`src/ettc_pkg.sv`:
```
package ettc_pkg;

  localparam int DATA_W = 8;
  localparam int ADDR_W = 4;
  localparam int FLAG_W = 3;

  // register map, byte offsets on the plain register port
  localparam logic [ADDR_W-1:0] ADDR_CTRL_A = 4'h0;
  localparam logic [ADDR_W-1:0] ADDR_CTRL_B = 4'h1;
  localparam logic [ADDR_W-1:0] ADDR_COUNT  = 4'h2;
  localparam logic [ADDR_W-1:0] ADDR_CMP_A  = 4'h3;
  localparam logic [ADDR_W-1:0] ADDR_CMP_B  = 4'h4;
  localparam logic [ADDR_W-1:0] ADDR_FLAG   = 4'h5;
  localparam logic [ADDR_W-1:0] ADDR_MASK   = 4'h6;

  localparam logic [DATA_W-1:0] RESET_VAL  = 8'h00;
  localparam logic [DATA_W-1:0] BOTTOM_VAL = 8'h00;
  localparam logic [DATA_W-1:0] MAX_VAL    = 8'hFF;
  localparam logic [DATA_W-1:0] STEP_VAL   = 8'h01;

  // control_register_a fields
  localparam int CA_WGM_LO  = 0;
  localparam int CA_COMB_LO = 4;
  localparam int CA_COMA_LO = 6;
  // control_register_b fields
  localparam int CB_CS_LO = 0;
  localparam int CB_WGM2  = 3;
  localparam int CB_FOCB  = 6;
  localparam int CB_FOCA  = 7;
  localparam logic [DATA_W-1:0] CB_READ_MASK = 8'h0F;
  // timer_flag_register and timer_mask_register bits
  localparam int FLAG_OVF  = 0;
  localparam int FLAG_CMPA = 1;
  localparam int FLAG_CMPB = 2;

  // waveform_mode_field values
  localparam logic [2:0] MODE_NORMAL    = 3'h0;
  localparam logic [2:0] MODE_PHASE_MAX = 3'h1;
  localparam logic [2:0] MODE_CTC       = 3'h2;
  localparam logic [2:0] MODE_FAST_MAX  = 3'h3;
  localparam logic [2:0] MODE_PHASE_CMP = 3'h5;
  localparam logic [2:0] MODE_FAST_CMP  = 3'h7;

  // clock_select_field values
  localparam logic [2:0] CS_STOP     = 3'h0;
  localparam logic [2:0] CS_DIV1     = 3'h1;
  localparam logic [2:0] CS_DIV8     = 3'h2;
  localparam logic [2:0] CS_DIV64    = 3'h3;
  localparam logic [2:0] CS_DIV256   = 3'h4;
  localparam logic [2:0] CS_DIV1024  = 3'h5;
  localparam logic [2:0] CS_EXT_FALL = 3'h6;
  localparam logic [2:0] CS_EXT_RISE = 3'h7;

  // prescaler taps: tick when all masked bits are one
  localparam logic [9:0] TAP_DIV8    = 10'h007;
  localparam logic [9:0] TAP_DIV64   = 10'h03F;
  localparam logic [9:0] TAP_DIV256  = 10'h0FF;
  localparam logic [9:0] TAP_DIV1024 = 10'h3FF;

  // compare output actions
  localparam logic [1:0] COM_OFF    = 2'h0;
  localparam logic [1:0] COM_TOGGLE = 2'h1;
  localparam logic [1:0] COM_CLEAR  = 2'h2;
  localparam logic [1:0] COM_SET    = 2'h3;

  typedef enum logic [2:0] {
    ETTC_NONPWM = 3'b001,
    ETTC_FAST   = 3'b010,
    ETTC_PHASE  = 3'b100
  } ettc_kind_type;

  typedef enum logic [1:0] {
    ETTC_UP   = 2'b01,
    ETTC_DOWN = 2'b10
  } ettc_dir_type;

  typedef struct packed {
    logic [ADDR_W-1:0] addr;
    logic [DATA_W-1:0] wdata;
    logic              wr;
    logic              rd;
  } ettc_bus_type;

  typedef struct packed {
    logic match;
    logic top;
    logic force_hit;
    logic up;
  } ettc_wave_ev_type;

endpackage

```
`src/ettc_clksel.sv`:
```
`timescale 1ns/100ps
module ettc_clksel #(
  parameter int PRE_W = 10
) (
  input  wire logic       clock,
  input  wire logic       rst,
  input  wire logic [2:0] clock_select_field,
  input  wire logic       external_clock_pin,
  output logic            timer_tick
);
  import ettc_pkg::*;

  logic [PRE_W-1:0] pre_q;
  logic             pin_s1_q;
  logic             pin_s2_q;
  logic             pin_s3_q;
  logic             tick_d;

  function automatic logic tap_hit(input logic [PRE_W-1:0] pre, input logic [9:0] tap);
    tap_hit = (pre[9:0] & tap) == tap;
  endfunction

  // free running prescaler
  always_ff @(posedge clock or posedge rst) begin
    if (rst) begin
      pre_q <= '0;
    end else begin
      pre_q <= pre_q + PRE_W'(1);
    end
  end

  // pin synchroniser and edge history
  always_ff @(posedge clock or posedge rst) begin
    if (rst) begin
      pin_s1_q <= 1'b0;
      pin_s2_q <= 1'b0;
      pin_s3_q <= 1'b0;
    end else begin
      pin_s1_q <= external_clock_pin;
      pin_s2_q <= pin_s1_q;
      pin_s3_q <= pin_s2_q;
    end
  end

  // source and edge choice
  always_comb begin
    case (clock_select_field)
      CS_STOP:     tick_d = 1'b0;
      CS_DIV1:     tick_d = 1'b1;
      CS_DIV8:     tick_d = tap_hit(pre_q, TAP_DIV8);
      CS_DIV64:    tick_d = tap_hit(pre_q, TAP_DIV64);
      CS_DIV256:   tick_d = tap_hit(pre_q, TAP_DIV256);
      CS_DIV1024:  tick_d = tap_hit(pre_q, TAP_DIV1024);
      CS_EXT_FALL: tick_d = pin_s3_q & ~pin_s2_q;
      default:     tick_d = pin_s2_q & ~pin_s3_q;
    endcase
  end

  always_ff @(posedge clock or posedge rst) begin
    if (rst) begin
      timer_tick <= 1'b0;
    end else begin
      timer_tick <= tick_d;
    end
  end

endmodule

```
`src/ettc_wavegen.sv`:
```
`timescale 1ns/100ps
module ettc_wavegen (
  input  wire logic                       clock,
  input  wire logic                       rst,
  input  wire logic [1:0]                 com,
  input  wire ettc_pkg::ettc_kind_type    kind,
  input  wire ettc_pkg::ettc_wave_ev_type ev,
  output logic                            wave
);
  import ettc_pkg::*;

  // output compare state, drives the compare output pin
  always_ff @(posedge clock or posedge rst) begin
    if (rst) begin
      wave <= 1'b0;
    end else if (ev.match || ev.force_hit) begin
      case (kind)
        ETTC_NONPWM: begin
          if (com == COM_TOGGLE) begin
            wave <= ~wave;
          end else if (com == COM_CLEAR) begin
            wave <= 1'b0;
          end else if (com == COM_SET) begin
            wave <= 1'b1;
          end
        end
        ETTC_FAST: begin
          if (com == COM_CLEAR) begin
            wave <= 1'b0;
          end else if (com == COM_SET) begin
            wave <= 1'b1;
          end
        end
        default: begin
          if (com == COM_CLEAR) begin
            wave <= ~ev.up;
          end else if (com == COM_SET) begin
            wave <= ev.up;
          end
        end
      endcase
    end else if (ev.top && kind == ETTC_FAST) begin
      if (com == COM_CLEAR) begin
        wave <= 1'b1;
      end else if (com == COM_SET) begin
        wave <= 1'b0;
      end
    end
  end

endmodule

```
`src/ettc_core.sv`:
```
// Design decisions made here: the register offsets and the strobed register port.
`timescale 1ns/100ps
module ettc_core (
  input  wire logic                  clock,
  input  wire logic                  rst,
  input  wire ettc_pkg::ettc_bus_type bus,
  output logic [7:0]                 rdata,
  input  wire logic                  external_clock_pin,
  output logic                       compare_output_a,
  output logic                       compare_output_b,
  output logic                       irq_overflow,
  output logic                       irq_compare_a,
  output logic                       irq_compare_b
);
  import ettc_pkg::*;

  logic [DATA_W-1:0] control_register_a_q;
  logic [DATA_W-1:0] control_register_b_q;
  logic [DATA_W-1:0] counter_value_q;
  logic [DATA_W-1:0] counter_value_d;
  logic [DATA_W-1:0] compare_value_a_q;
  logic [DATA_W-1:0] compare_value_b_q;
  logic [FLAG_W-1:0] timer_flag_register_q;
  logic [FLAG_W-1:0] timer_mask_register_q;
  logic [FLAG_W-1:0] flag_set;
  logic [FLAG_W-1:0] flag_clr;
  ettc_dir_type      dir_q;
  ettc_dir_type      dir_d;
  logic              block_q;
  logic [2:0]        waveform_mode_field;
  logic [2:0]        clock_select_field;
  ettc_kind_type     kind;
  logic [DATA_W-1:0] top_val;
  logic              timer_tick;
  logic              wr_count;
  logic              at_top;
  logic              at_bottom;
  logic              match_a;
  logic              match_b;
  logic              go_up;
  logic              ovf_evt;
  logic              cmpa_evt;
  logic              cmpb_evt;
  ettc_wave_ev_type  ev_a;
  ettc_wave_ev_type  ev_b;

  function automatic logic wr_hit(input ettc_bus_type b, input logic [ADDR_W-1:0] a);
    wr_hit = b.wr && b.addr == a;
  endfunction

  function automatic ettc_kind_type kind_of(input logic [2:0] m);
    if (m == MODE_PHASE_MAX || m == MODE_PHASE_CMP) begin
      kind_of = ETTC_PHASE;
    end else if (m == MODE_FAST_MAX || m == MODE_FAST_CMP) begin
      kind_of = ETTC_FAST;
    end else begin
      kind_of = ETTC_NONPWM;
    end
  endfunction

  assign waveform_mode_field = {control_register_b_q[CB_WGM2],
                                control_register_a_q[CA_WGM_LO+:2]};
  assign clock_select_field  = control_register_b_q[CB_CS_LO+:3];
  assign kind                = kind_of(waveform_mode_field);
  assign top_val             = (waveform_mode_field == MODE_CTC ||
                                waveform_mode_field == MODE_PHASE_CMP ||
                                waveform_mode_field == MODE_FAST_CMP)
                               ? compare_value_a_q : MAX_VAL;
  assign wr_count            = wr_hit(bus, ADDR_COUNT);
  assign at_top              = counter_value_q == top_val;
  assign at_bottom           = counter_value_q == BOTTOM_VAL;
  assign match_a             = counter_value_q == compare_value_a_q;
  assign match_b             = counter_value_q == compare_value_b_q;

  ettc_clksel u_clksel (
    .clock              (clock),
    .rst                (rst),
    .clock_select_field (clock_select_field),
    .external_clock_pin (external_clock_pin),
    .timer_tick         (timer_tick)
  );

  // direction of the next step
  always_comb begin
    case (dir_q)
      ETTC_UP:   go_up = !at_top;
      ETTC_DOWN: go_up = at_bottom;
      default:   go_up = 1'b1;
    endcase
    if (kind != ETTC_PHASE) begin
      go_up = 1'b1;
    end
    dir_d = go_up ? ETTC_UP : ETTC_DOWN;
  end

  // next count per mode
  always_comb begin
    if (kind == ETTC_PHASE) begin
      counter_value_d = go_up ? counter_value_q + STEP_VAL
                              : counter_value_q - STEP_VAL;
    end else if (at_top && waveform_mode_field != MODE_NORMAL) begin
      counter_value_d = BOTTOM_VAL;
    end else begin
      counter_value_d = counter_value_q + STEP_VAL;
    end
  end

  assign ovf_evt  = timer_tick && !wr_count &&
                    ((kind == ETTC_PHASE) ? (dir_q == ETTC_DOWN && at_bottom)
                                          : (counter_value_d == BOTTOM_VAL &&
                                             counter_value_q == MAX_VAL));
  assign cmpa_evt = timer_tick && match_a && !block_q;
  assign cmpb_evt = timer_tick && match_b && !block_q;

  always_ff @(posedge clock or posedge rst) begin
    if (rst) begin
      counter_value_q <= RESET_VAL;
    end else if (wr_count) begin
      counter_value_q <= bus.wdata;
    end else if (timer_tick) begin
      counter_value_q <= counter_value_d;
    end
  end

  always_ff @(posedge clock or posedge rst) begin
    if (rst) begin
      dir_q <= ETTC_UP;
    end else if (timer_tick) begin
      dir_q <= dir_d;
    end
  end

  // a count write blocks matches up to and including the next tick
  always_ff @(posedge clock or posedge rst) begin
    if (rst) begin
      block_q <= 1'b0;
    end else if (wr_count) begin
      block_q <= 1'b1;
    end else if (timer_tick) begin
      block_q <= 1'b0;
    end
  end

  always_ff @(posedge clock or posedge rst) begin
    if (rst) begin
      control_register_a_q <= RESET_VAL;
      control_register_b_q <= RESET_VAL;
      compare_value_a_q    <= RESET_VAL;
      compare_value_b_q    <= RESET_VAL;
      timer_mask_register_q <= '0;
    end else begin
      if (wr_hit(bus, ADDR_CTRL_A)) begin
        control_register_a_q <= bus.wdata;
      end
      if (wr_hit(bus, ADDR_CTRL_B)) begin
        control_register_b_q <= bus.wdata & CB_READ_MASK;
      end
      if (wr_hit(bus, ADDR_CMP_A)) begin
        compare_value_a_q <= bus.wdata;
      end
      if (wr_hit(bus, ADDR_CMP_B)) begin
        compare_value_b_q <= bus.wdata;
      end
      if (wr_hit(bus, ADDR_MASK)) begin
        timer_mask_register_q <= bus.wdata[FLAG_W-1:0];
      end
    end
  end

  // flags: write one clears, a same-cycle set wins
  assign flag_set = {cmpb_evt, cmpa_evt, ovf_evt};
  assign flag_clr = wr_hit(bus, ADDR_FLAG) ? bus.wdata[FLAG_W-1:0] : '0;

  always_ff @(posedge clock or posedge rst) begin
    if (rst) begin
      timer_flag_register_q <= '0;
    end else begin
      timer_flag_register_q <= (timer_flag_register_q & ~flag_clr) | flag_set;
    end
  end

  assign irq_overflow  = timer_flag_register_q[FLAG_OVF] & timer_mask_register_q[FLAG_OVF];
  assign irq_compare_a = timer_flag_register_q[FLAG_CMPA] &
                         timer_mask_register_q[FLAG_CMPA];
  assign irq_compare_b = timer_flag_register_q[FLAG_CMPB] &
                         timer_mask_register_q[FLAG_CMPB];

  // read data, one cycle after the read strobe
  always_ff @(posedge clock or posedge rst) begin
    if (rst) begin
      rdata <= RESET_VAL;
    end else if (bus.rd) begin
      if (bus.addr == ADDR_CTRL_A) begin
        rdata <= control_register_a_q;
      end else if (bus.addr == ADDR_CTRL_B) begin
        rdata <= control_register_b_q;
      end else if (bus.addr == ADDR_COUNT) begin
        rdata <= counter_value_q;
      end else if (bus.addr == ADDR_CMP_A) begin
        rdata <= compare_value_a_q;
      end else if (bus.addr == ADDR_CMP_B) begin
        rdata <= compare_value_b_q;
      end else if (bus.addr == ADDR_FLAG) begin
        rdata <= {{(DATA_W-FLAG_W){1'b0}}, timer_flag_register_q};
      end else if (bus.addr == ADDR_MASK) begin
        rdata <= {{(DATA_W-FLAG_W){1'b0}}, timer_mask_register_q};
      end else begin
        rdata <= RESET_VAL;
      end
    end
  end

  // waveform events; force only acts in non-pwm modes
  assign ev_a.match     = cmpa_evt;
  assign ev_a.top       = timer_tick && at_top;
  assign ev_a.force_hit = wr_hit(bus, ADDR_CTRL_B) && bus.wdata[CB_FOCA] &&
                          kind == ETTC_NONPWM;
  assign ev_a.up        = dir_q == ETTC_UP;
  assign ev_b.match     = cmpb_evt;
  assign ev_b.top       = timer_tick && at_top;
  assign ev_b.force_hit = wr_hit(bus, ADDR_CTRL_B) && bus.wdata[CB_FOCB] &&
                          kind == ETTC_NONPWM;
  assign ev_b.up        = dir_q == ETTC_UP;

  ettc_wavegen u_wave_a (
    .clock (clock),
    .rst   (rst),
    .com   (control_register_a_q[CA_COMA_LO+:2]),
    .kind  (kind),
    .ev    (ev_a),
    .wave  (compare_output_a)
  );

  ettc_wavegen u_wave_b (
    .clock (clock),
    .rst   (rst),
    .com   (control_register_a_q[CA_COMB_LO+:2]),
    .kind  (kind),
    .ev    (ev_b),
    .wave  (compare_output_b)
  );
endmodule

```
`config.mk`:
```
export PLATFORM = sky130hd
export DESIGN_NAME = ettc_core
export DESIGN_NICKNAME = d
export VERILOG_FILES = /design/src/ettc_pkg.sv /design/src/ettc_clksel.sv /design/src/ettc_wavegen.sv /design/src/ettc_core.sv
export SDC_FILE = /design/constraint.sdc
export NUM_CORES = 1
export LEC_CHECK = 0
export ABC_AREA = 0
export BUFFER_PORTS_ARGS = -buffer_cell sky130_fd_sc_hd__buf_2
export CAP_MARGIN = 40
export CORE_AREA = 2 2 79 100
export CTS_BUF_LIST = sky130_fd_sc_hd__clkbuf_16
export DETAILED_ROUTE_END_ITERATION = 16
export DIE_AREA = 0 0 81 102
export GPL_TIMING_DRIVEN = 0
export PLACE_DENSITY = 0.75
export SYNTH_ARGS = -nofsm -noshare
export SYNTH_HDL_FRONTEND = slang
export SYNTH_SLANG_ARGS = --single-unit
```
`constraint.sdc`:
```
create_clock -name clock -period 6.8 [get_ports clock]
set_clock_uncertainty 0.05 [all_clocks]
set_input_delay 1.02 -clock clock [delete_from_list [all_inputs] [get_ports clock]]
set_output_delay 1.02 -clock clock [all_outputs]
set_load 0.05 [all_outputs]
```
==> impl_metrics.csv <==
group,metric,value,unit
run_status,outcome,"finished, final reports clean",
power,power.sequential.fraction,37.4,%
sta,finalHoldViolations,0,
critical_path,worst_r2r_path_depth,10,
clock_network,postCtsSetupBuffers,0,
floorplan,floorplan.die_area,0.00826,mm²
clock_network,holdBufCountCts,0,
drt,routed_wire_length_per_instance,19.0,µm
sta,final_max_slew_viol_count,0,
floorplan,fp.dieH,102,µm
power,static-leakage-power,2.03,nW
drt,drt_pass1_iterations,4,
drt,routed_wirelength,10.7,mm
drt,route.detailed.drc,0,
logic_synthesis,synth_flop_cell,"sky130_fd_sc_hd__dfrtp_1",
critical_path,reg2reg_setup_slack,3.64,ns
critical_path,setup.worst_path.end_class,"flip-flop",
logic_synthesis,synth_seq_cells,69,
placement,dpl.hpwl,7.90,mm
logic_synthesis,synthesis.nets,450,
critical_path,cp-startpoint,"counter_value_q[0]",
clock_network,cts_resized,0,
critical_path,regToRegStartpoint,"counter_value_q[0]",
critical_path,critical_path_required,6.96,ns
sta,report.final.setup_viol,0,
final_layout,drive_gt1_share,18.6,%
sta,post-route-period-util,46.5,%
clock_network,clock_tree.root_cell,"sky130_fd_sc_hd__clkbuf_16",
logic_synthesis,synth_largest_area_cell,"sky130_fd_sc_hd__dfrtp_1",
sta,rsz_0062_raised_after_global_routing,"false",
drt,vias_post_dr,3499,
power,power.combinational.fraction,34.5,%
grt,largest_net_degree_at_the_start_of_global_routing,57,
final_layout,diodes,0,
sta,finalWorstPathRequiredPeriod,3.16,ns
hold_path,hold_path_class,"flip-flop to flip-flop",
logic_synthesis,synth_enable_flop_cells,0,
clock_network,cts_num_sinks,69,
final_layout,net_count_reported_at_finish,491,
floorplan,top_level_ports,30,
logic_synthesis,synthTopCellsByArea,"sky130_fd_sc_hd__dfrtp_1, sky130_fd_sc_hd__mux2_2, sky130_fd_sc_hd__nor2_1",
placement,finalWeightedCongestion,0.946,
grt,grt_remaining_overflow,0,
logic_synthesis,synthArstFlopShare,100,%
power,power_switching,0.585,mW
logic_synthesis,postSynthCellCount,427,
placement,port_buffers,28,
grt,grt_pass1_wl,17.5,mm
critical_path,rr_endpoint,"counter_value_q[3]",
floorplan,initial_core_util,56.6,%
sta,worst_pin_slew,0.767,ns
critical_path,termination_of_the_worst_setup_path,"counter_value_q[3]",
logic_synthesis,synthesis.yosys.warnings,0,
power,power_density,328,mW/mm²
grt,first_global_vias,3475,
clock_network,h-tree-depth,3,
job,drv_cap,0,
logic_synthesis,post_syn_area_per_cell,9.64,µm²
logic_synthesis,synth.yosys.seq_area_share,42.0,%
clock_network,clkLatencyLatePin,0.33,ns
drt,detail_route.vias_per_cell,6.19,
clock_network,clk_pin_slew_worst_paths,0.06,ns
sta,max_slew_margin,48.6,%
power,clock_power_share,28.0,%
drt,route.antenna.remaining_nets,0,
hold_path,worstHoldPathCells,0,
placement,detailed_place.area,0.00441,mm²
power,worst_ir_drop_vdd,0.195,mV
clock_network,tritoncts,"built",
grt,number_of_antenna_violations_at_the_first_check_in_global_routing,0,
power,internal_power,0.954,mW
grt,groute.usage.overall,28.5,%
critical_path,cp.arrival,3.32,ns
critical_path,cp_max_fo,9,
floorplan,fp.coreArea,0.00727,mm²
sta,fin_tns_setup,0,ns
floorplan,die_boundary_width,81,µm
clock_network,clock_tree.buffer_depth,2,
final_layout,area.growth.synth_to_final,13.8,%
floorplan,floorplan_row_count,35,
power,power.share.switching,38.0,%
logic_synthesis,synthDominantCellAreaShare,41.3,%
logic_synthesis,synth.lib_cells_used.distinct,65,
final_layout,final_cell_area,0.00468,mm²
drt,first_iter_violations,261,
clock_network,cts-buffers-inserted,9,
sta,max_freq,316,MHz
final_layout,final_core_utilization,64.4,%
critical_path,category_of_the_most_critical_setup_path,"flip-flop to flip-flop",
logic_synthesis,mappedNetlistArea,0.00412,mm²
critical_path,crit_path_start_kind,"flip-flop",
## worst min path at each step
stage | startpoint | end | slack (ns)
CTS | u_clksel.pin_s1_q | u_clksel.pin_s2_q | 0.31
floorplan | u_clksel.pin_s1_q | u_clksel.pin_s2_q | 0.28
detailed placement | u_clksel.pin_s1_q | u_clksel.pin_s2_q | 0.29
finish | u_clksel.pin_s1_q | u_clksel.pin_s2_q | 0.31
global route | u_clksel.pin_s1_q | u_clksel.pin_s2_q | 0.31
global placement | u_clksel.pin_s1_q | u_clksel.pin_s2_q | 0.28
## cell usage in the layout (no fill, tap or decap), drive strengths merged, types with 5 or more instances in the layout
cell type,count
a21oi,24
a22oi,5
a31oi,7
and2,7
and3,5
buf,39
clkbuf,22
dfrtp,68
ha,6
inv,18
mux2,33
mux2i,8
nand2,31
nand2b,6
nand3,14
nor2,36
nor2b,16
nor3,10
o211ai,8
o21ai,25
xnor2,7
xor2,12
## area by class of cell
type	instances	area [µm²]
timing repair buffer	30	175
sequential	69	1730
buffer	22	105
tap	92	115
clock inverter	7	50.0
inverter	16	62.6
multi-input combinational	320	2220
clock buffer	9	225
fill	645	2590
## stage by stage
step	hold WS (ns)	total power [mW]	setup slack (ns)	instances
global route	0.309	1.62	3.52	565
finish	0.305	1.54	3.64	565
global placement	0.284	1.08	3.18	547
detailed placement	0.289	1.10	3.40	549
floorplan	0.281	0.960	3.90	427
CTS	0.308	1.54	3.73	565
## synthesized netlist by cell type (all sizes together), types with 9 or more instances
cell,count
dfrtp,68
nor2,36
mux2,33
nand2,31
o21ai,25
a21oi,24
inv,16
nor2b,16
nand3,14
clkbuf,13
xor2,12
nor3,10
buf,9
## power groups by stage
stage          sequential [mW]  clock [mW]  combinational [mW]
2_1_floorplan            0.576           0               0.384
3_3_place_gp             0.575           0               0.506
3_5_place_dp             0.581           0               0.522
4_1_cts                  0.574       0.439               0.525
5_1_grt                  0.587       0.455               0.580
6_report                 0.576       0.431               0.531
## critical path: stages (launching register included)
cell,delay (ns)
sky130_fd_sc_hd__dfrtp_1,0.55
sky130_fd_sc_hd__inv_2,0.13
sky130_fd_sc_hd__ha_1,0.23
sky130_fd_sc_hd__or3b_1,0.23
sky130_fd_sc_hd__nor4_1,0.08
sky130_fd_sc_hd__or3b_2,0.49
sky130_fd_sc_hd__a211oi_2,0.53
sky130_fd_sc_hd__mux2i_1,0.30
sky130_fd_sc_hd__xnor2_1,0.10
sky130_fd_sc_hd__a221oi_1,0.27
sky130_fd_sc_hd__nor3_1,0.08
## registers in the layout, indices dropped and copies added, names as in the netlist
register / flops
block_q: 1
u_clksel.pin_s2_q: 1
u_clksel.timer_tick: 1
timer_mask_register_q: 3
u_clksel.pin_s1_q: 1
dir_q: 2
u_clksel.pin_s3_q: 1
timer_flag_register_q: 3
control_register_b_q: 4
compare_value_a_q: 8
rdata: 8
u_wave_b.wave: 1
counter_value_q: 8
compare_value_b_q: 8
u_clksel.pre_q: 10
u_wave_a.wave: 1
control_register_a_q: 8
## layer usage
| layer | track usage [%] | vias up | share of wire (%) |
|---|---|---|---|
| met5 | 0 | - | 0 |
| met4 | 14.6 | 0 | 3.8 |
| met3 | 4.15 | 35 | 4.0 |
| met2 | 47.4 | 100 | 51 |
| met1 | 35.9 | 1739 | 41 |
| li1 | - | 1625 | - |
## cell families (layout without fill, tap and decap cells)
family	count (synthesis)	after routing	share of synthesized area, %
AOI/OAI and AO/OA	100	100	17.0
xor gates and xnor gates	19	19	4.04
adders and majority gates	6	6	1.82
buffers and inverters	38	84	4.01
DFF	69	69	42.0
muxes	42	42	11.5
and+or+nand+nor	153	153	19.6
Power figures use the tool's default switching activity.
